===== config.mk =====
export PLATFORM = sky130hd
export DESIGN_NAME = cspso_core
export DESIGN_NICKNAME = d
export VERILOG_FILES = /design/src/pkg/cspso_pkg.sv /design/src/rtl/cspso_alu.sv /design/src/rtl/cspso_core.sv
export SDC_FILE = /design/constraint.sdc
export NUM_CORES = 1
export LEC_CHECK = 0
export ABC_AREA = 1
export BUFFER_PORTS_ARGS = -buffer_cell sky130_fd_sc_hd__buf_2
export CAP_MARGIN = 30
export CORE_ASPECT_RATIO = 0.6
export CORE_UTILIZATION = 40
export CTS_CLUSTER_DIAMETER = 40
export CTS_CLUSTER_SIZE = 12
export DETAILED_ROUTE_END_ITERATION = 8
export PLACE_DENSITY = 0.74
export SLEW_MARGIN = 20
export SYNTH_ARGS = -nofsm -noshare
export SYNTH_HDL_FRONTEND = slang
export SYNTH_HIERARCHICAL = 1
export SYNTH_SLANG_ARGS = --single-unit

===== constraint.sdc =====
create_clock -name aclk -period 2.1 [get_ports aclk]
set_clock_uncertainty 0.05 [all_clocks]
set_input_delay 0 -clock aclk [delete_from_list [all_inputs] [get_ports aclk]]
set_output_delay 0 -clock aclk [all_outputs]
set_load 0.01 [all_outputs]

===== src/pkg/cspso_pkg.sv =====
// constants, types and register map of the shift, subtract and pointer execution block
// assumes a single 40 MHz clock and an AXI4-Lite master reaching the registers
// Function
// - borrow_difference_op writes destination minus source minus carry into destination
// - carry_force_op sets carry to one, all other flags unchanged
// - arith_right_shift_op shifts right, keeps bit seven, copies it into bit six
// - shift sets carry from bit zero, zero and sign from result, clears overflow
// - pointer_load_op decodes source bits one, zero: 10 first, 01 second, 00 both
// - single pointer selected takes source bits seven to three
// - both selected take bits seven to four; first bit three clear, second set
// - first pointer sits at index D6, second pointer at index D7
// - stop op halts cpu and system clocks and enters stop mode
// - all registers keep their contents while stopped
// - stop mode ends only by external reset or external interrupt
// - subtract adds two's complement of source, stores in destination, source kept
// - subtract sets carry on borrow, zero on zero, sign on negative result
// - overflow set when operand signs differ and result sign equals source sign
// - subtract always sets decimal-adjust flag to one
// - half-carry clear on low nibble carry, set on nibble borrow
// - borrow_difference_op updates flags exactly like plain subtract
package cspso_pkg;

   localparam int ADDR_W = 12;
   localparam int DATA_W = 32;

   // register indices; byte address is four times the index
   localparam logic [9:0] IDX_DST  = 10'h000;
   localparam logic [9:0] IDX_SRC  = 10'h001;
   localparam logic [9:0] IDX_CMD  = 10'h002;
   localparam logic [9:0] IDX_FLG  = 10'h003;
   localparam logic [9:0] IDX_STAT = 10'h004;
   localparam logic [9:0] IDX_RP0  = 10'h0D6;
   localparam logic [9:0] IDX_RP1  = 10'h0D7;

   localparam logic [7:0] RST_DST = 8'h00;
   localparam logic [7:0] RST_SRC = 8'h00;
   localparam logic [7:0] RST_FLG = 8'h00;
   localparam logic [7:0] RST_RP0 = 8'h00;
   localparam logic [7:0] RST_RP1 = 8'h00;

   localparam logic [1:0] RESP_OKAY   = 2'h0;
   localparam logic [1:0] RESP_SLVERR = 2'h2;
   localparam logic [1:0] RESP_DECERR = 2'h3;

   typedef enum logic [3:0] {
      OP_NOP  = 4'h0,
      OP_SUB  = 4'h1,
      OP_SBC  = 4'h2,
      OP_SCF  = 4'h3,
      OP_SRA  = 4'h4,
      OP_SRP  = 4'h5,
      OP_POINTER_FIRST_LOAD_OP = 4'h6,
      OP_POINTER_SECOND_LOAD_OP = 4'h7,
      OP_STOP = 4'h8
   } cspso_op_type;

   // flag byte: c z s v d h, two low bits read zero
   typedef struct packed {
      logic       c;
      logic       z;
      logic       s;
      logic       v;
      logic       d;
      logic       h;
      logic [1:0] rsv;
   } cspso_flags_type;

   typedef struct packed {
      logic [7:0]      res;
      logic            wr_dst;
      cspso_flags_type flg;
   } cspso_alu_type;

   typedef enum logic {
      ST_RUN  = 1'b0,
      ST_STOP = 1'b1
   } cspso_state_type;

endpackage : cspso_pkg


===== src/rtl/cspso_alu.sv =====
// combinational result and flag computation for subtract, shift and carry ops
// assumes the caller registers the outputs
`timescale 1ns/1ps
`default_nettype none
module cspso_alu
   import cspso_pkg::*;
(
   input  wire cspso_op_type    op,
   input  wire logic [7:0]      dst,
   input  wire logic [7:0]      src,
   input  wire cspso_flags_type flg_in,
   output var  cspso_alu_type   out
);
   logic [8:0] diff;
   logic [4:0] lo;
   logic       cin;

   always_comb begin
      out = '{res: dst, wr_dst: 1'b0, flg: flg_in};
      cin = (op == OP_SBC) ? flg_in.c : 1'b0;
      // two's complement add of source, less carry for the borrow form
      diff = {1'b0, dst} + {1'b0, ~src} + {8'h00, ~cin};
      lo = {1'b0, dst[3:0]} + {1'b0, ~src[3:0]} + {4'h0, ~cin};
      case (op)
         OP_SUB, OP_SBC: begin
            out.res    = diff[7:0];
            out.wr_dst = 1'b1;
            out.flg.c  = ~diff[8];
            out.flg.z  = (diff[7:0] == 8'h00);
            out.flg.s  = diff[7];
            out.flg.v  = (dst[7] != src[7]) && (diff[7] == src[7]);
            out.flg.d  = 1'b1;
            out.flg.h  = ~lo[4];
         end
         OP_SCF: begin
            out.flg.c = 1'b1;
         end
         OP_SRA: begin
            out.res    = {dst[7], dst[7:1]};
            out.wr_dst = 1'b1;
            out.flg.c  = dst[0];
            out.flg.z  = (dst[7:1] == 7'h00) && !dst[7];
            out.flg.s  = dst[7];
            out.flg.v  = 1'b0;
         end
         default: begin
            out.wr_dst = 1'b0;
         end
      endcase
   end
endmodule : cspso_alu
`default_nettype wire


===== src/rtl/cspso_core.sv =====
// execution block for subtract, shift, carry, pointer load and stop ops
// assumes an AXI4-Lite master on aclk and a level external interrupt wake input
`timescale 1ns/1ps
`default_nettype none
module cspso_core
   import cspso_pkg::*;
(
   input  wire logic              aclk,
   input  wire logic              aresetn,
   input  wire logic [ADDR_W-1:0] s_axi_awaddr,
   input  wire logic              s_axi_awvalid,
   output logic                   s_axi_awready,
   input  wire logic [DATA_W-1:0] s_axi_wdata,
   input  wire logic [3:0]        s_axi_wstrb,
   input  wire logic              s_axi_wvalid,
   output logic                   s_axi_wready,
   output logic [1:0]             s_axi_bresp,
   output logic                   s_axi_bvalid,
   input  wire logic              s_axi_bready,
   input  wire logic [ADDR_W-1:0] s_axi_araddr,
   input  wire logic              s_axi_arvalid,
   output logic                   s_axi_arready,
   output logic [DATA_W-1:0]      s_axi_rdata,
   output logic [1:0]             s_axi_rresp,
   output logic                   s_axi_rvalid,
   input  wire logic              s_axi_rready,
   input  wire logic              ext_irq,
   output logic                   cpu_clk_en,
   output logic                   sys_clk_en,
   output logic                   stopped
);

   // ****************************************
   // state
   // ****************************************
   logic [ADDR_W-1:0] awaddr_q;
   logic              aw_held_q;
   logic [7:0]        wdata_q;
   logic              wlane_q;
   logic              w_held_q;
   logic              bvalid_q;
   logic [1:0]        bresp_q;
   logic              rvalid_q;
   logic [1:0]        rresp_q;
   logic [DATA_W-1:0] rdata_q;

   logic [7:0]        dst_q;
   logic [7:0]        src_q;
   cspso_flags_type   flg_q;
   logic [7:0]        rp0_q;
   logic [7:0]        rp1_q;
   cspso_op_type      last_op_q;
   cspso_state_type   state_q;

   // ****************************************
   // write decode
   // ****************************************
   logic [9:0]   wr_idx;
   logic         wr_go;
   logic         wr_map;
   logic         wr_do;
   logic         exec;
   cspso_op_type exec_op;
   cspso_alu_type alu;

   assign wr_idx = awaddr_q[ADDR_W-1:2];
   assign wr_go  = aw_held_q && w_held_q && !bvalid_q;
   assign wr_map = (wr_idx == IDX_DST) || (wr_idx == IDX_SRC) ||
                   (wr_idx == IDX_CMD) || (wr_idx == IDX_FLG) ||
                   (wr_idx == IDX_STAT) || (wr_idx == IDX_RP0) ||
                   (wr_idx == IDX_RP1);
   // nothing may change while stopped
   assign wr_do  = wr_go && wr_map && wlane_q && (state_q == ST_RUN);
   assign exec   = wr_do && (wr_idx == IDX_CMD);
   assign exec_op = cspso_op_type'(wdata_q[3:0]);

   // ****************************************
   // AXI write channels
   // ****************************************
   assign s_axi_awready = !aw_held_q;
   assign s_axi_wready  = !w_held_q;
   assign s_axi_bvalid  = bvalid_q;
   assign s_axi_bresp   = bresp_q;

   always_ff @(posedge aclk) begin
      if (!aresetn) begin
         aw_held_q <= 1'b0;
         awaddr_q  <= '0;
      end else if (s_axi_awvalid && !aw_held_q) begin
         aw_held_q <= 1'b1;
         awaddr_q  <= s_axi_awaddr;
      end else if (wr_go) begin
         aw_held_q <= 1'b0;
      end
   end

   always_ff @(posedge aclk) begin
      if (!aresetn) begin
         w_held_q <= 1'b0;
         wdata_q  <= 8'h00;
         wlane_q  <= 1'b0;
      end else if (s_axi_wvalid && !w_held_q) begin
         w_held_q <= 1'b1;
         wdata_q  <= s_axi_wdata[7:0];
         wlane_q  <= s_axi_wstrb[0];
      end else if (wr_go) begin
         w_held_q <= 1'b0;
      end
   end

   always_ff @(posedge aclk) begin
      if (!aresetn) begin
         bvalid_q <= 1'b0;
         bresp_q  <= RESP_OKAY;
      end else if (wr_go) begin
         bvalid_q <= 1'b1;
         if (!wr_map) begin
            bresp_q <= RESP_DECERR;
         end else if (state_q == ST_STOP) begin
            bresp_q <= RESP_SLVERR;
         end else begin
            bresp_q <= RESP_OKAY;
         end
      end else if (s_axi_bready) begin
         bvalid_q <= 1'b0;
      end
   end

   // ****************************************
   // AXI read channels
   // ****************************************
   logic [9:0] rd_idx;

   assign rd_idx        = s_axi_araddr[ADDR_W-1:2];
   assign s_axi_arready = !rvalid_q;
   assign s_axi_rvalid  = rvalid_q;
   assign s_axi_rresp   = rresp_q;
   assign s_axi_rdata   = rdata_q;

   always_ff @(posedge aclk) begin
      if (!aresetn) begin
         rvalid_q <= 1'b0;
         rresp_q  <= RESP_OKAY;
         rdata_q  <= '0;
      end else if (s_axi_arvalid && !rvalid_q) begin
         rvalid_q <= 1'b1;
         rresp_q  <= RESP_OKAY;
         rdata_q  <= '0;
         case (rd_idx)
            IDX_DST:  rdata_q[7:0] <= dst_q;
            IDX_SRC:  rdata_q[7:0] <= src_q;
            IDX_CMD:  rdata_q[3:0] <= last_op_q;
            IDX_FLG:  rdata_q[7:0] <= flg_q;
            IDX_STAT: rdata_q[0]   <= (state_q == ST_STOP);
            IDX_RP0:  rdata_q[7:0] <= rp0_q;
            IDX_RP1:  rdata_q[7:0] <= rp1_q;
            default:  rresp_q      <= RESP_DECERR;
         endcase
      end else if (s_axi_rready) begin
         rvalid_q <= 1'b0;
      end
   end

   // ****************************************
   // arithmetic
   // ****************************************
   cspso_alu u_alu (
      .op     (exec_op),
      .dst    (dst_q),
      .src    (src_q),
      .flg_in (flg_q),
      .out    (alu)
   );

   // source operand is only ever written by software
   always_ff @(posedge aclk) begin
      if (!aresetn) begin
         src_q <= RST_SRC;
      end else if (wr_do && wr_idx == IDX_SRC) begin
         src_q <= wdata_q;
      end
   end

   always_ff @(posedge aclk) begin
      if (!aresetn) begin
         dst_q <= RST_DST;
      end else if (wr_do && wr_idx == IDX_DST) begin
         dst_q <= wdata_q;
      end else if (exec && alu.wr_dst) begin
         dst_q <= alu.res;
      end
   end

   always_ff @(posedge aclk) begin
      if (!aresetn) begin
         flg_q <= RST_FLG;
      end else if (wr_do && wr_idx == IDX_FLG) begin
         flg_q <= {wdata_q[7:2], 2'b00};
      end else if (exec) begin
         flg_q <= alu.flg;
      end
   end

   always_ff @(posedge aclk) begin
      if (!aresetn) begin
         last_op_q <= OP_NOP;
      end else if (exec) begin
         last_op_q <= exec_op;
      end
   end

   // ****************************************
   // register window pointers
   // ****************************************
   logic srp_exec;

   assign srp_exec = exec && (exec_op == OP_SRP || exec_op == OP_POINTER_FIRST_LOAD_OP ||
                              exec_op == OP_POINTER_SECOND_LOAD_OP);

   always_ff @(posedge aclk) begin
      if (!aresetn) begin
         rp0_q <= RST_RP0;
         rp1_q <= RST_RP1;
      end else if (wr_do && wr_idx == IDX_RP0) begin
         rp0_q <= wdata_q;
      end else if (wr_do && wr_idx == IDX_RP1) begin
         rp1_q <= wdata_q;
      end else if (srp_exec) begin
         case (src_q[1:0])
            2'b10: rp0_q[7:3] <= src_q[7:3];
            2'b01: rp1_q[7:3] <= src_q[7:3];
            2'b00: begin
               rp0_q[7:3] <= {src_q[7:4], 1'b0};
               rp1_q[7:3] <= {src_q[7:4], 1'b1};
            end
            default: begin
               rp0_q <= rp0_q;
            end
         endcase
      end
   end

   // ****************************************
   // stop mode
   // ****************************************
   always_ff @(posedge aclk) begin
      if (!aresetn) begin
         state_q <= ST_RUN;
      end else begin
         case (state_q)
            ST_RUN: begin
               if (exec && exec_op == OP_STOP) begin
                  state_q <= ST_STOP;
               end
            end
            ST_STOP: begin
               if (ext_irq) begin
                  state_q <= ST_RUN;
               end
            end
            default: state_q <= ST_RUN;
         endcase
      end
   end

   assign cpu_clk_en = (state_q == ST_RUN);
   assign sys_clk_en = (state_q == ST_RUN);
   assign stopped    = (state_q == ST_STOP);

   // ****************************************
   // checks
   // ****************************************
   logic [7:0]      pd_q;
   logic [7:0]      ps_q;
   cspso_flags_type pf_q;
   logic            pe_q;
   cspso_op_type    pop_q;

   always_ff @(posedge aclk) begin
      if (!aresetn) begin
         pd_q  <= 8'h00;
         ps_q  <= 8'h00;
         pf_q  <= RST_FLG;
         pe_q  <= 1'b0;
         pop_q <= OP_NOP;
      end else begin
         pd_q  <= dst_q;
         ps_q  <= src_q;
         pf_q  <= flg_q;
         pe_q  <= exec;
         pop_q <= exec_op;
      end
   end
endmodule : cspso_core
`default_nettype wire


## After elaboration in Yosys (flattened, before gate mapping)

Cells that the tools add are included.

- Add/subtract/negate cells: 4
- Equality and inequality tests: 26
- Mux-type cells: 33
- Bitwise logic cells: 7
- Reduce and logical (&&, ||, !) cells: 63

Operators with widths:

| kind | count |
|---|---|
| $mux W8 | 7 |
| $eq A10 B2 Y1 const B | 4 |
| $eq A10 B8 Y1 const B | 4 |
| $eq A10 B1 Y1 const B | 2 |
| $eq A10 B3 Y1 const B | 2 |
| $logic_not A10 Y1 | 2 |
| $pmux W4 S5 | 1 |
| $pmux W5 S2 | 2 |
| $reduce_bool A2 Y1 | 10 |
| $logic_and A1 B1 Y1 | 19 |
| $pmux W3 S6 | 1 |
| $eq A4 B3 Y1 const B | 4 |
| $pmux W8 S2 | 1 |
| $reduce_bool A3 Y1 | 4 |
| $mux W1 | 11 |
| $mux W5 | 2 |
| $reduce_and A2 Y1 | 5 |
| $add A8 B8 Y9 | 1 |
| $add A9 B1 Y9 | 1 |
| $reduce_and A3 Y1 | 3 |
| $eq A4 B2 Y1 const B | 2 |
| $logic_not A8 Y1 | 1 |
| $logic_or A1 B1 Y1 | 8 |
| $mux W2 | 4 |
| other kinds (23) | 32 |

- Flip-flop bits (word level): 80
- Input port bits: 68
- Output and inout port bits: 44

## Logic depth before layout (Yosys ltp)

Gate-level depths: netlist of run 1.

- Depth after elaboration: 15
- Gate-level depth with buffers: 17
- Mapped depth without buffers: 17

## By module

The synthesis of run 1 kept the hierarchy.

Modules (own cells, without submodules):

| module | instances | cells each | area each (sq um) |
|---|---|---|---|
| cspso_core | 1 | 561 | 3947.5 |
| cspso_alu | 1 | 158 | 803.3 |

## Worst setup path after synthesis of run 1

Ideal clock, no wire load.

- Kind: reg-to-reg
- Start: register wdata_q[3]
- End: register flg_q[6] (netlist name)
- Library setup time: 0.133 ns
- Data arrival time: 2.042 ns
- Slack: -0.125 ns
- Stages on the path, launching flop included: 16
- Clock period less this slack: 2.225 ns
- Cells stage by stage: dfxtp_1 -> nor2_2 -> nand4_1 -> fa_1 -> inv_1 -> fa_1 -> inv_1 -> nor2_1 -> nand2_1 -> nor2_1 -> nand3_1 -> nor2_1 -> nand2_1 -> nand2_1 -> nand2_1 -> a31oi_1

RTL lines:

| what | RTL line | RTL |
|---|---|---|
| from (decl) | cspso_core.sv:38 | `logic [7:0] wdata_q;` |
| from (signal assigned) | cspso_core.sv:104 | `wdata_q <= s_axi_wdata[7:0];` |
| to (signal assigned) | cspso_core.sv:198 | `flg_q <= {wdata_q[7:2], 2'b00};` |
| to (signal assigned) | cspso_core.sv:200 | `flg_q <= alu.flg;` |
| to (decl) | cspso_core.sv:49 | `cspso_flags_type flg_q;` |

==> results.md, run 1 <==
- Number of DRC violations after detailed routing: 0
- Yosys top cell by area: sky130_fd_sc_hd__dfxtp_1
- Register-to-Register Setup Slack: -0.15 ns
- Area Overhead vs Synth: 32.08%
- Global-route wire length before repair: 24.04 mm
- CP max-delay cell: sky130_fd_sc_hd__fa_2
- Total area of sequential cells: 1588 um2
- Number of distinct library cell variants in the gate-level netlist after synthesis: 45
- Synth area leaders: sky130_fd_sc_hd__dfxtp_1 (33%), sky130_fd_sc_hd__nand2_1 (10%), sky130_fd_sc_hd__inv_1 (7.5%)
- Standard-cell row count: 30
- Time the final worst path needs with I/O delays and setup: 2.253 ns
- Post-route cell area: 6275 um2
- Post-synthesis cell count: 719
- Clock Tree Buf Depth: 2
- Clock transition at path regs: 0.06 ns
- Vias in the first global route: 4540
- Hold crit path type: in2reg
- Top cell family by delay on the critical path: simple AND/OR/NAND/NOR gates
- Yosys warnings: 6
- Routability congestion estimate: 0.9534
- Main synth FF type: sky130_fd_sc_hd__dfxtp_1
- Post-DRT Antenna Nets: 0
- Ordered cell list for the critical path: nor2_4 > nand4_1 > fa_2 > inv_2 > fa_2 > inv_2 > nand2_2 > nand2_2 > nand2_2 > nand2_1 > nand2_2 > o211ai_1 > nand2_1 > o21ai_1 > nor2_1 > nor2_1
- Detailed placer's ending HPWL: 11.35 mm
- Cell types with the highest counts after synthesis: sky130_fd_sc_hd__nand2_1 (128), sky130_fd_sc_hd__inv_1 (95), sky130_fd_sc_hd__nor2_1 (89)
- Final wirelength: 16.09 mm
- Highest achievable clock rate: 443.9 MHz
- DIE WIDTH: 142.7 um
- Count of final max-slew check failures: 0
- Critical Path Fanout Max: 2
- Unrepaired setup endpoints after global routing: true
- R2r startpoint: wdata_q[2]
- Number of antenna violations at the first check in global routing: 0
- Setup violations, final: 8
- Max incr delay on CP: 0.43 ns
- GR Layer Usage met3: 0.09227
- Relative slew margins: 0.5550
- Fraction of synthesized cell area taken by the top area cell type: 0.3329
- Aggregate global-route resource usage: 0.2619
- Busiest grt layer: met1
- Antenna diode count: 0
- Final-layout fill cell count: 1082
- Number of ports placed on the die boundary: 112
- Beginning of the critical path: wdata_q[2]
- Number of buffers created by CTS: 9
- H-tree levels: 3
- TritonCTS clock tree: done
- Violations in the final reports: setup timing
- Routed wire per std cell: 15.89 um
- Endpoint of the most critical setup path: dst_q[4]
- Share of post-route cells with drive strength above 1: 0.2603
- Overflow left after global routing: 0
- Capturing point of the worst reg2reg path: dst_q[4]
- VDD IR max: 0.4180 mV
- Worst-case reg-to-reg path depth: 16
- Average via count per standard cell: 5.278
- Iter 0 DRT Violations: 546
- Met2 usage: 0.3494
- Number of maximum-capacitance constraint violations: 0
- Category of the critical setup timing path: reg2reg
- WP data arrival: 2.44 ns
- Data required time of the critical path: 2.29 ns
- Number of enable flip-flop cells after synthesis: 0
- Effective utilization at floorplan: 0.4150
- Clock tree sinks: 79
- Floorplan die height: 86.42 um
- Slew at the pin closest to its max-slew limit: 0.6667 ns
- Die Outline Area: 12330 um2
- Post-Synthesis Cell Area: 4751 um2
- Count of buffering cells on the critical path with inverters included: 2
- Insertion delay to the later sink of the worst-skew pair: 0.35 ns
- Most common cell on crit path: sky130_fd_sc_hd__nand2_2
- Power density normalized to cell area: 584.1 nW/um2
- Fraction of the yosys area taken by sequential cells: 0.3329
- Hold_sp: s_axi_arvalid
- Placed standard-cell area: 5405 um2
- Final layout net count: 925
- Grt met1 use: 0.3893
- Endpoints failing hold: 0
- Synth async-reset ratio: 0
- Critical path capture point type: flip-flop
- Register bit count reported by yosys: 79
- Cell count after placement: 961
- Leakage component of the power: 2.814 nW
- Core Box Area: 11450 um2
- Hold Worst Slack: 0.05270 ns
- Syn Area/Cell: 6.608 um2
- Port Buffer Count: 56
- Area occupied by multi-input gates: 2759 um2
- First-pass iteration count of the detailed router: 6
- Startpoint type of the worst setup path: flip-flop
- Total stage count of the critical path: 16
- Total power of the final layout: 0.003665 W
- Post-route fraction of the period consumed by the critical path: 1.073
- Largest net degree at the start of global routing: 65
- Number of non-filler instances in the completed layout: 1013
- Final setup slack of the worst path: -0.1529 ns
- Dominant cell by count in the synthesized netlist: sky130_fd_sc_hd__nand2_1
- Total via count in the routed design: 5347
- Fin Setup TNS: -0.7255 ns
- Clock tree root driver cell: sky130_fd_sc_hd__clkbuf_16
- Result of the run: finished, violations left
==> power by group <==
group	total [W]	switching, W	leakage, nW	internal, W
logic	0.000511	0.000329	2.02	0.000182
registers	0.00159	0.0000396	0.645	0.00155
clock network	0.00157	0.000637	0.145	0.000929
==> registers in the layout, indices dropped and copies added (netlist names), 2 cells and up <==
signal       flops
awaddr_q        10
dst_q            8
flg_q            8
last_op_q        4
rp0_q            8
rp1_q            8
s_axi_bresp      2
s_axi_rdata      8
src_q            8
wdata_q          8
==> placed cells by master (no fill, tap or decap), types with 15 or more instances in the layout <==
master,n
sky130_fd_sc_hd__conb_1,24
sky130_fd_sc_hd__inv_1,90
sky130_fd_sc_hd__nand2_2,17
sky130_fd_sc_hd__o21ai_0,65
sky130_fd_sc_hd__o21ai_1,18
sky130_fd_sc_hd__a21oi_1,51
sky130_fd_sc_hd__nand4_1,15
sky130_fd_sc_hd__nand2_1,113
sky130_fd_sc_hd__nor2_1,78
sky130_fd_sc_hd__dfxtp_1,74
sky130_fd_sc_hd__nand3_1,31
sky130_fd_sc_hd__buf_4,55
sky130_fd_sc_hd__dlygate4sd3_1,24
sky130_fd_sc_hd__buf_2,56
==> metal layers <==
metal | vias up | share of wire
met1 | 2381 | 0.46
met3 | 27 | 0.14
met2 | 368 | 0.39
met5 | - | 0
li1 | 2571 | -
met4 | 0 | 0.016
==> kinds of logic after synthesis <==
| group | Yosys count | synth area share |
|---|---|---|
| AND/OR/NAND/NOR | 304 | 0.2921 |
| flip-flops | 79 | 0.3329 |
| adder cells (fa/ha/maj) | 9 | 0.02686 |
| AO/OA/AOI/OAI | 171 | 0.1965 |
| XOR/XNOR | 2 | 0.003688 |
| buffers and inverters | 153 | 0.1472 |
| other | 1 | 0.0007893 |
==> worst min path at each step <==
stage	to	depth (start not counted)	slack, ns
after CTS	s_axi_rdata[4]	4	0.03
final	s_axi_rdata[4]	4	0.05
after global placement	awaddr_q[6]	3	0.18
after global routing	s_axi_rdata[0]	4	0.07
after detailed placement	awaddr_q[9]	3	0.18
after floorplan	awaddr_q[5]	2	0.08
==> what timing repair did <==
item	4_1_cts	5_1_grt
cloned	0	0
hold buffers	24	0
buffers inserted	1	11
gates resized for setup	6	70
endpoints found under the setup margin	10	37
pin swaps	7	29
hold endpoints to repair	24	0
==> worst reg2reg max path: cells and delay by family (launching register included) <==
kind | cells | cell delay, ns
adder cells (fa/ha/maj) | 2 | 0.67
flip-flops | 1 | 0.33
AO/OA/AOI/OAI | 2 | 0.16
buffers and inverters | 2 | 0.13
AND/OR/NAND/NOR | 10 | 0.82
==> layout make-up <==
class | count | share of cell area
clock buffer | 14 | 0.04526
clock inverter | 2 | 0.001994
inverter | 107 | 0.06520
multi-input combinational | 510 | 0.4397
sequential | 79 | 0.2530
tap | 160 | 0.03190
timing repair buffer | 141 | 0.1629
==> stage by stage <==
step	setup slack [ns]	utilization
after floorplan	-0.03785	-
after global placement	-0.1711	0.4721
after detailed placement	-0.2208	0.4721
after CTS	-0.09141	0.5205
after global routing	-0.3059	0.5481
final	-0.1529	0.5481
Note: power is estimated with default switching activity, not from simulation.
==> inputs of run 2 (changes only) <==
- MAX_ROUTING_LAYER: unset -> met4
==> results.md, run 2 (synthesis gave the netlist of run 1 again) <==
- Critical path capture point type: flip-flop
- Vias in the first global route: 4628
- CP max-delay cell: sky130_fd_sc_hd__fa_2
- Total power of the final layout: 0.003517 W
- Switch Pwr: 0.0009941 W
- Average via count per standard cell: 5.265
- Capturing point of the worst reg2reg path: dst_q[4]
- Unrepaired setup endpoints after global routing: true
- Final layout net count: 933
- Switching fraction of total power: 0.2827
- Share of the core filled with cells in the final layout: 0.5577
- Capture endpoint of the worst hold path: s_axi_rdata[4]
- Standard-cell row count: 30
- Clock Tree Buf Depth: 2
- Slew at the pin closest to its max-slew limit: 0.6962 ns
- Sequential Power Share: 0.452
- Post-route cell area: 6385 um2
- Leading cell types in the layout, fill and taps excluded: sky130_fd_sc_hd__nand2_1 (114), sky130_fd_sc_hd__inv_1 (90), sky130_fd_sc_hd__nor2_1 (77), sky130_fd_sc_hd__dfxtp_1 (73)
- Gate power share: 0.143
- Global-route wire length before repair: 24.09 mm
- Area Overhead vs Synth: 34.40%
- Flip-flop count of the largest register after layout: 10
- Time the final worst path needs with I/O delays and setup: 2.246 ns
- Max incr delay on CP: 0.38 ns
- Die Outline Area: 12330 um2
- Leakage component of the power: 2.841 nW
- Detailed placer's ending HPWL: 11.45 mm
- Routability congestion estimate: 1.012
- Highest achievable clock rate: 445.2 MHz
- Ordered cell list for the critical path: nor2_4 > nand4_1 > fa_2 > inv_2 > fa_2 > inv_2 > nand2_1 > nand2_1 > nand2_1 > nand2_1 > nand2_1 > buf_4 > o211ai_1 > nand2_1 > o21ai_1 > nor2_1 > nor2_1
- Insertion delay to the later sink of the worst-skew pair: 0.34 ns
- Endpoints failing hold: 0
- Worst-case reg-to-reg path depth: 17
- Fin Setup TNS: -0.6051 ns
- Antenna diode count: 0
- Hold Path Stages: 4
- Result of the run: finished, violations left
- Category of the critical setup timing path: reg2reg
- Share of post-route cells with drive strength above 1: 0.2753
- Clock tree sinks: 79
- Hold_sp: s_axi_arvalid
- Number of antenna violations at the first check in global routing: 0
- TritonCTS clock tree: done
- Clock transition at path regs: 0.06 ns
- Largest net degree at the start of global routing: 65
- Relative slew margins: 0.5342
- Final wirelength: 16.06 mm
- WP data arrival: 2.43 ns
- Aggregate global-route resource usage: 0.2673
- Overflow left after global routing: 0
- Startpoint type of the worst setup path: flip-flop
- Post-route fraction of the period consumed by the critical path: 1.070
- DIE WIDTH: 142.7 um
- Hold Worst Slack: 0.05238 ns
- Largest register by flop count: awaddr_q
- Design internal power: 0.002523 W
- Most common cell on crit path: sky130_fd_sc_hd__nand2_1
- Core Box Area: 11450 um2
- R2r startpoint: wdata_q[3]
- Violations in the final reports: setup timing
- Register-to-Register Setup Slack: -0.15 ns
- Most common library cell in the layout ignoring fill and taps: sky130_fd_sc_hd__nand2_1
- Number of ports placed on the die boundary: 112
- Routed wire per std cell: 15.73 um
- Number of buffers created by CTS: 9
- Power density normalized to cell area: 550.8 nW/um2
- Floorplan die height: 86.42 um
- Total via count in the routed design: 5376
- Number of maximum-capacitance constraint violations: 0
- Hold crit path type: in2reg
- Clock tree root driver cell: sky130_fd_sc_hd__clkbuf_16
- Final setup slack of the worst path: -0.1461 ns
- Post-DRT Antenna Nets: 0
- Placed standard-cell area: 5448 um2
- Number of DRC violations after detailed routing: 0
- Port Buffer Count: 56
- Critical Path Fanout Max: 2
- Iter 0 DRT Violations: 671
- Clock Power Share: 0.405
- First-pass iteration count of the detailed router: 5
- Data required time of the critical path: 2.28 ns
- Setup violations, final: 12
- Effective utilization at floorplan: 0.4150
- VDD IR max: 0.4457 mV
- Count of final max-slew check failures: 0
- H-tree levels: 3
run 2: cell count changes in the layout (fill, tap and decap cells not counted), sizes merged:
cell / previous run / this run
clkinvlp: 1 / 3
clkinv: 2 / 5
clkbuf: 14 / 11
buf: 117 / 124
inv: 106 / 105
run 2: layer usage:
metal,wire length [um],up-vias,share of wire,global-route usage
met5,0,-,0,-
met4,271,0,0.017,0.06061
met3,1981,31,0.12,0.07790
met2,6337,350,0.39,0.3570
met1,7471,2411,0.47,0.3878
li1,-,2584,-,-
run 2: area by class of cell:
| cell class | count | area, um2 |
|---|---|---|
| Sequential cell | 79 | 1589 |
| Multi-Input combinational cell | 510 | 2786 |
| Timing Repair Buffer | 149 | 1135 |
| Tap cell | 160 | 200.2 |
| Inverter | 107 | 407.9 |
| Fill cell | 1090 | 5064 |
| Clock buffer | 10 | 229.0 |
| Clock inverter | 6 | 37.54 |
run 2: per-stage QoR:
stage,worst slack [ns],cells
final,-0.1461,1021
after global routing,-0.3096,1021
after CTS,-0.1374,1007
after detailed placement,-0.1939,965
after global placement,-0.1784,965
after floorplan,-0.03785,742
run 2: repair_timing:
item / CTS / global route
hold endpoints to repair: 24 / 0
hold buffers: 24 / 0
setup endpoints to repair: 10 / 39
buffers inserted: 2 / 14
gates resized for setup: 12 / 85
pin swaps: 14 / 39
gates cloned: 0 / 1
run 2: power groups by stage:
stage | clock [W] | combinational (W) | sequential [W]
after floorplan | 0 | 0.000285 | 0.00162
after global placement | 0 | 0.000418 | 0.00161
after detailed placement | 0 | 0.000420 | 0.00161
after CTS | 0.00144 | 0.000461 | 0.00158
after global routing | 0.00151 | 0.000550 | 0.00159
final | 0.00143 | 0.000503 | 0.00159
run 2: worst max-delay path by stage:
| stage | start | endpoint | slack (ns) | cells past startpoint |
|---|---|---|---|---|
| floorplan | wdata_q[2] | flg_q[6] | -0.04 | 15 |
| global placement | wdata_q[2] | flg_q[6] | -0.18 | 14 |
| detailed placement | wdata_q[2] | flg_q[6] | -0.19 | 14 |
| CTS | wdata_q[3] | flg_q[6] | -0.14 | 15 |
| global route | wdata_q[3] | flg_q[6] | -0.31 | 17 |
| finish | wdata_q[3] | dst_q[4] | -0.15 | 17 |
run 2: critical path, delay by kind of cell (launching register included):
kind                       cells  cell delay (ns)
DFF                            1             0.33
buffers and inverters          3             0.22
adders and majority gates      2             0.62
AOI/OAI and AO/OA              2             0.14
and+or+nand+nor               10             0.78
==> inputs of run 3 (changes only) <==
- ABC_AREA: 1 -> unset
==> results.md, run 3 <==
- Critical path capture point type: flip-flop
- Vias in the first global route: 4531
- Startpoint type of the worst setup path: flip-flop
- Number of buffers created by CTS: 9
- Switch Pwr: 0.001005 W
- Overflow left after global routing: 0
- Final wirelength: 14.97 mm
- Violations in the final reports: setup timing
- Synth area leaders: sky130_fd_sc_hd__dfxtp_1 (34%), sky130_fd_sc_hd__nand2_1 (6.5%), sky130_fd_sc_hd__mux2i_1 (6.0%)
- Number of DRC violations after detailed routing: 0
- Core Box Area: 11300 um2
- Hold Path Stages: 5
- Most common cell on crit path: sky130_fd_sc_hd__fa_2
- Cell types with the highest counts after synthesis: sky130_fd_sc_hd__nand2_1 (80), sky130_fd_sc_hd__dfxtp_1 (79), sky130_fd_sc_hd__inv_1 (33)
- DIE WIDTH: 141 um
- Final layout net count: 781
- Share of post-route cells with drive strength above 1: 0.3475
- CP max-delay cell: sky130_fd_sc_hd__fa_2
- VDD IR max: 0.4304 mV
- Effective utilization at floorplan: 0.4104
- Clock tree sinks: 79
- Fraction of synthesized cell area taken by the top area cell type: 0.3411
- TritonCTS clock tree: done
- Routed wire per std cell: 17.25 um
- Dominant cell by count in the synthesized netlist: sky130_fd_sc_hd__nand2_1
- Data required time of the critical path: 2.28 ns
- Yosys top cell by area: sky130_fd_sc_hd__dfxtp_1
- Critical Path Fanout Max: 3
- Number of antenna violations at the first check in global routing: 0
- Ordered cell list for the critical path: nor2_4 > nand4b_1 > fa_2 > inv_2 > fa_2 > nor2b_4 > o21ai_2 > a21oi_1 > xor2_1 > a31o_2 > inv_1 > a31oi_1 > o221a_2
- Floorplan die height: 85.40 um
- Area Overhead vs Synth: 38.13%
- Number of enable flip-flop cells after synthesis: 0
- WP data arrival: 2.77 ns
- Yosys warnings: 6
- Clock Tree Buf Depth: 2
- Post-synthesis cell count: 553
- Max incr delay on CP: 0.40 ns
- Gate power share: 0.158
- Syn Area/Cell: 8.385 um2
- Relative slew margins: 0.5226
- Count of final max-slew check failures: 0
- Main synth FF type: sky130_fd_sc_hd__dfxtp_1
- Average via count per standard cell: 5.471
- Setup violations, final: 35
- Leakage component of the power: 2.642 nW
- H-tree levels: 3
- Insertion delay to the later sink of the worst-skew pair: 0.35 ns
- Clock tree root driver cell: sky130_fd_sc_hd__clkbuf_16
- Port Buffer Count: 56
- Detailed placer's ending HPWL: 10.66 mm
- Power density normalized to cell area: 561.8 nW/um2
- Time the final worst path needs with I/O delays and setup: 2.591 ns
- Number of distinct library cell variants in the gate-level netlist after synthesis: 71
- Post-route fraction of the period consumed by the critical path: 1.234
- First-pass iteration count of the detailed router: 5
- Post-Synthesis Cell Area: 4637 um2
- Number of ports placed on the die boundary: 112
- Category of the critical setup timing path: reg2reg
- Routability congestion estimate: 0.9579
- Design internal power: 0.002593 W
- Clock Power Share: 0.406
- Largest register by flop count: awaddr_q
- Final setup slack of the worst path: -0.4910 ns
- Global-route wire length before repair: 23.51 mm
- Result of the run: finished, violations left
- Post-DRT Antenna Nets: 0
- Leading cell types in the layout, fill and taps excluded: sky130_fd_sc_hd__buf_4 (80), sky130_fd_sc_hd__dfxtp_1 (76), sky130_fd_sc_hd__nand2_1 (73), sky130_fd_sc_hd__buf_2 (56), sky130_fd_sc_hd__inv_1 (31)
- Register bit count reported by yosys: 79
- Fraction of the yosys area taken by sequential cells: 0.3411
- Synth async-reset ratio: 0
- Die Outline Area: 12040 um2
- Sequential Power Share: 0.437
- Number of maximum-capacitance constraint violations: 0
- Largest net degree at the start of global routing: 33
- Most common library cell in the layout ignoring fill and taps: sky130_fd_sc_hd__buf_4
- Flip-flop count of the largest register after layout: 10
- Slew at the pin closest to its max-slew limit: 0.7147 ns
- Clock transition at path regs: 0.06 ns
- Endpoints failing hold: 0
- Standard-cell row count: 30
- Iter 0 DRT Violations: 429
- Switching fraction of total power: 0.2793
- Hold Worst Slack: 0.03899 ns
- Fin Setup TNS: -7.820 ns
- Aggregate global-route resource usage: 0.2612
- Unrepaired setup endpoints after global routing: true
- Hold crit path type: in2reg
- Antenna diode count: 0
- Total via count in the routed design: 4749
- Worst-case reg-to-reg path depth: 13
- Highest achievable clock rate: 385.9 MHz
run 3: final timing paths:
kind | start | slack (ns) | end
worst min register to register | last_op_q[3] | 0.41 | last_op_q[3]
worst max-delay path | wdata_q[2] | -0.49 | dst_q[6]
worst min-delay path | s_axi_araddr[8] | 0.04 | s_axi_rresp[0]
worst max register to register | wdata_q[2] | -0.49 | dst_q[6]
run 3: repair_timing:
action / 4_1_cts / 5_1_grt
setup buffers: 7 / 5
pin swaps: 42 / 39
setup endpoints to repair: 38 / 39
resized for setup: 30 / 29
hold buffers: 25 / 0
hold endpoints to repair: 24 / 0
run 3: layout make-up:
type	count	area, um2
Fill cell	993	4893
Multi-Input combinational cell	407	2922
Sequential cell	79	1585
Timing Repair Buffer	174	1304
Clock buffer	9	225.2
Tap cell	160	200.2
Inverter	33	123.9
Clock inverter	6	45.04
run 3: routing by layer:
| layer | up-vias | global-route usage | wire [um] |
|---|---|---|---|
| li1 | 2210 | - | - |
| met1 | 2294 | 0.3668 | 6854 |
| met2 | 223 | 0.3763 | 6411 |
| met3 | 22 | 0.06038 | 1515 |
| met4 | 0 | 0.06126 | 191 |
| met5 | - | - | 0 |
run 3: worst max-delay path, delay by kind of cell, from the launching register on:
kind,cells,cell delay [ns]
AOI/OAI and AO/OA,5,0.87
buffers and inverters,2,0.13
DFF,1,0.33
adders and majority gates,2,0.63
and+or+nand+nor,3,0.29
xor gates and xnor gates,1,0.18
run 3: kinds of logic after synthesis:
group	after synthesis	synth area share
buf+inv	90	0.09606
compound gates	148	0.2272
xor+xnor	7	0.01484
simple gates	180	0.1981
mux	39	0.09444
flops	79	0.3411
fa+ha+maj	9	0.02752
other cells	1	0.0008087
run 3: power by group through the flow:
stage / combinational, W / sequential [W] / clock (W)
global placement: 0.000471 / 0.00160 / 0
floorplan: 0.000292 / 0.00161 / 0
detailed placement: 0.000480 / 0.00160 / 0
CTS: 0.000537 / 0.00157 / 0.00147
finish: 0.000568 / 0.00157 / 0.00146
global route: 0.000609 / 0.00157 / 0.00155
run 3: stage by stage:
stage | worst slack (ns) | util | std cells | power (W) | cell area [um2]
final | -0.4910 | 0.5669 | 868 | 0.003598 | 6405
after global routing | -0.6296 | 0.5669 | 868 | 0.003731 | 6405
after CTS | -0.4125 | 0.5546 | 865 | 0.003578 | 6266
after detailed placement | -0.4535 | 0.4951 | 820 | 0.002082 | 5594
after global placement | -0.4002 | 0.4951 | 820 | 0.002070 | 5594
after floorplan | -0.4173 | - | 576 | 0.001897 | 4773
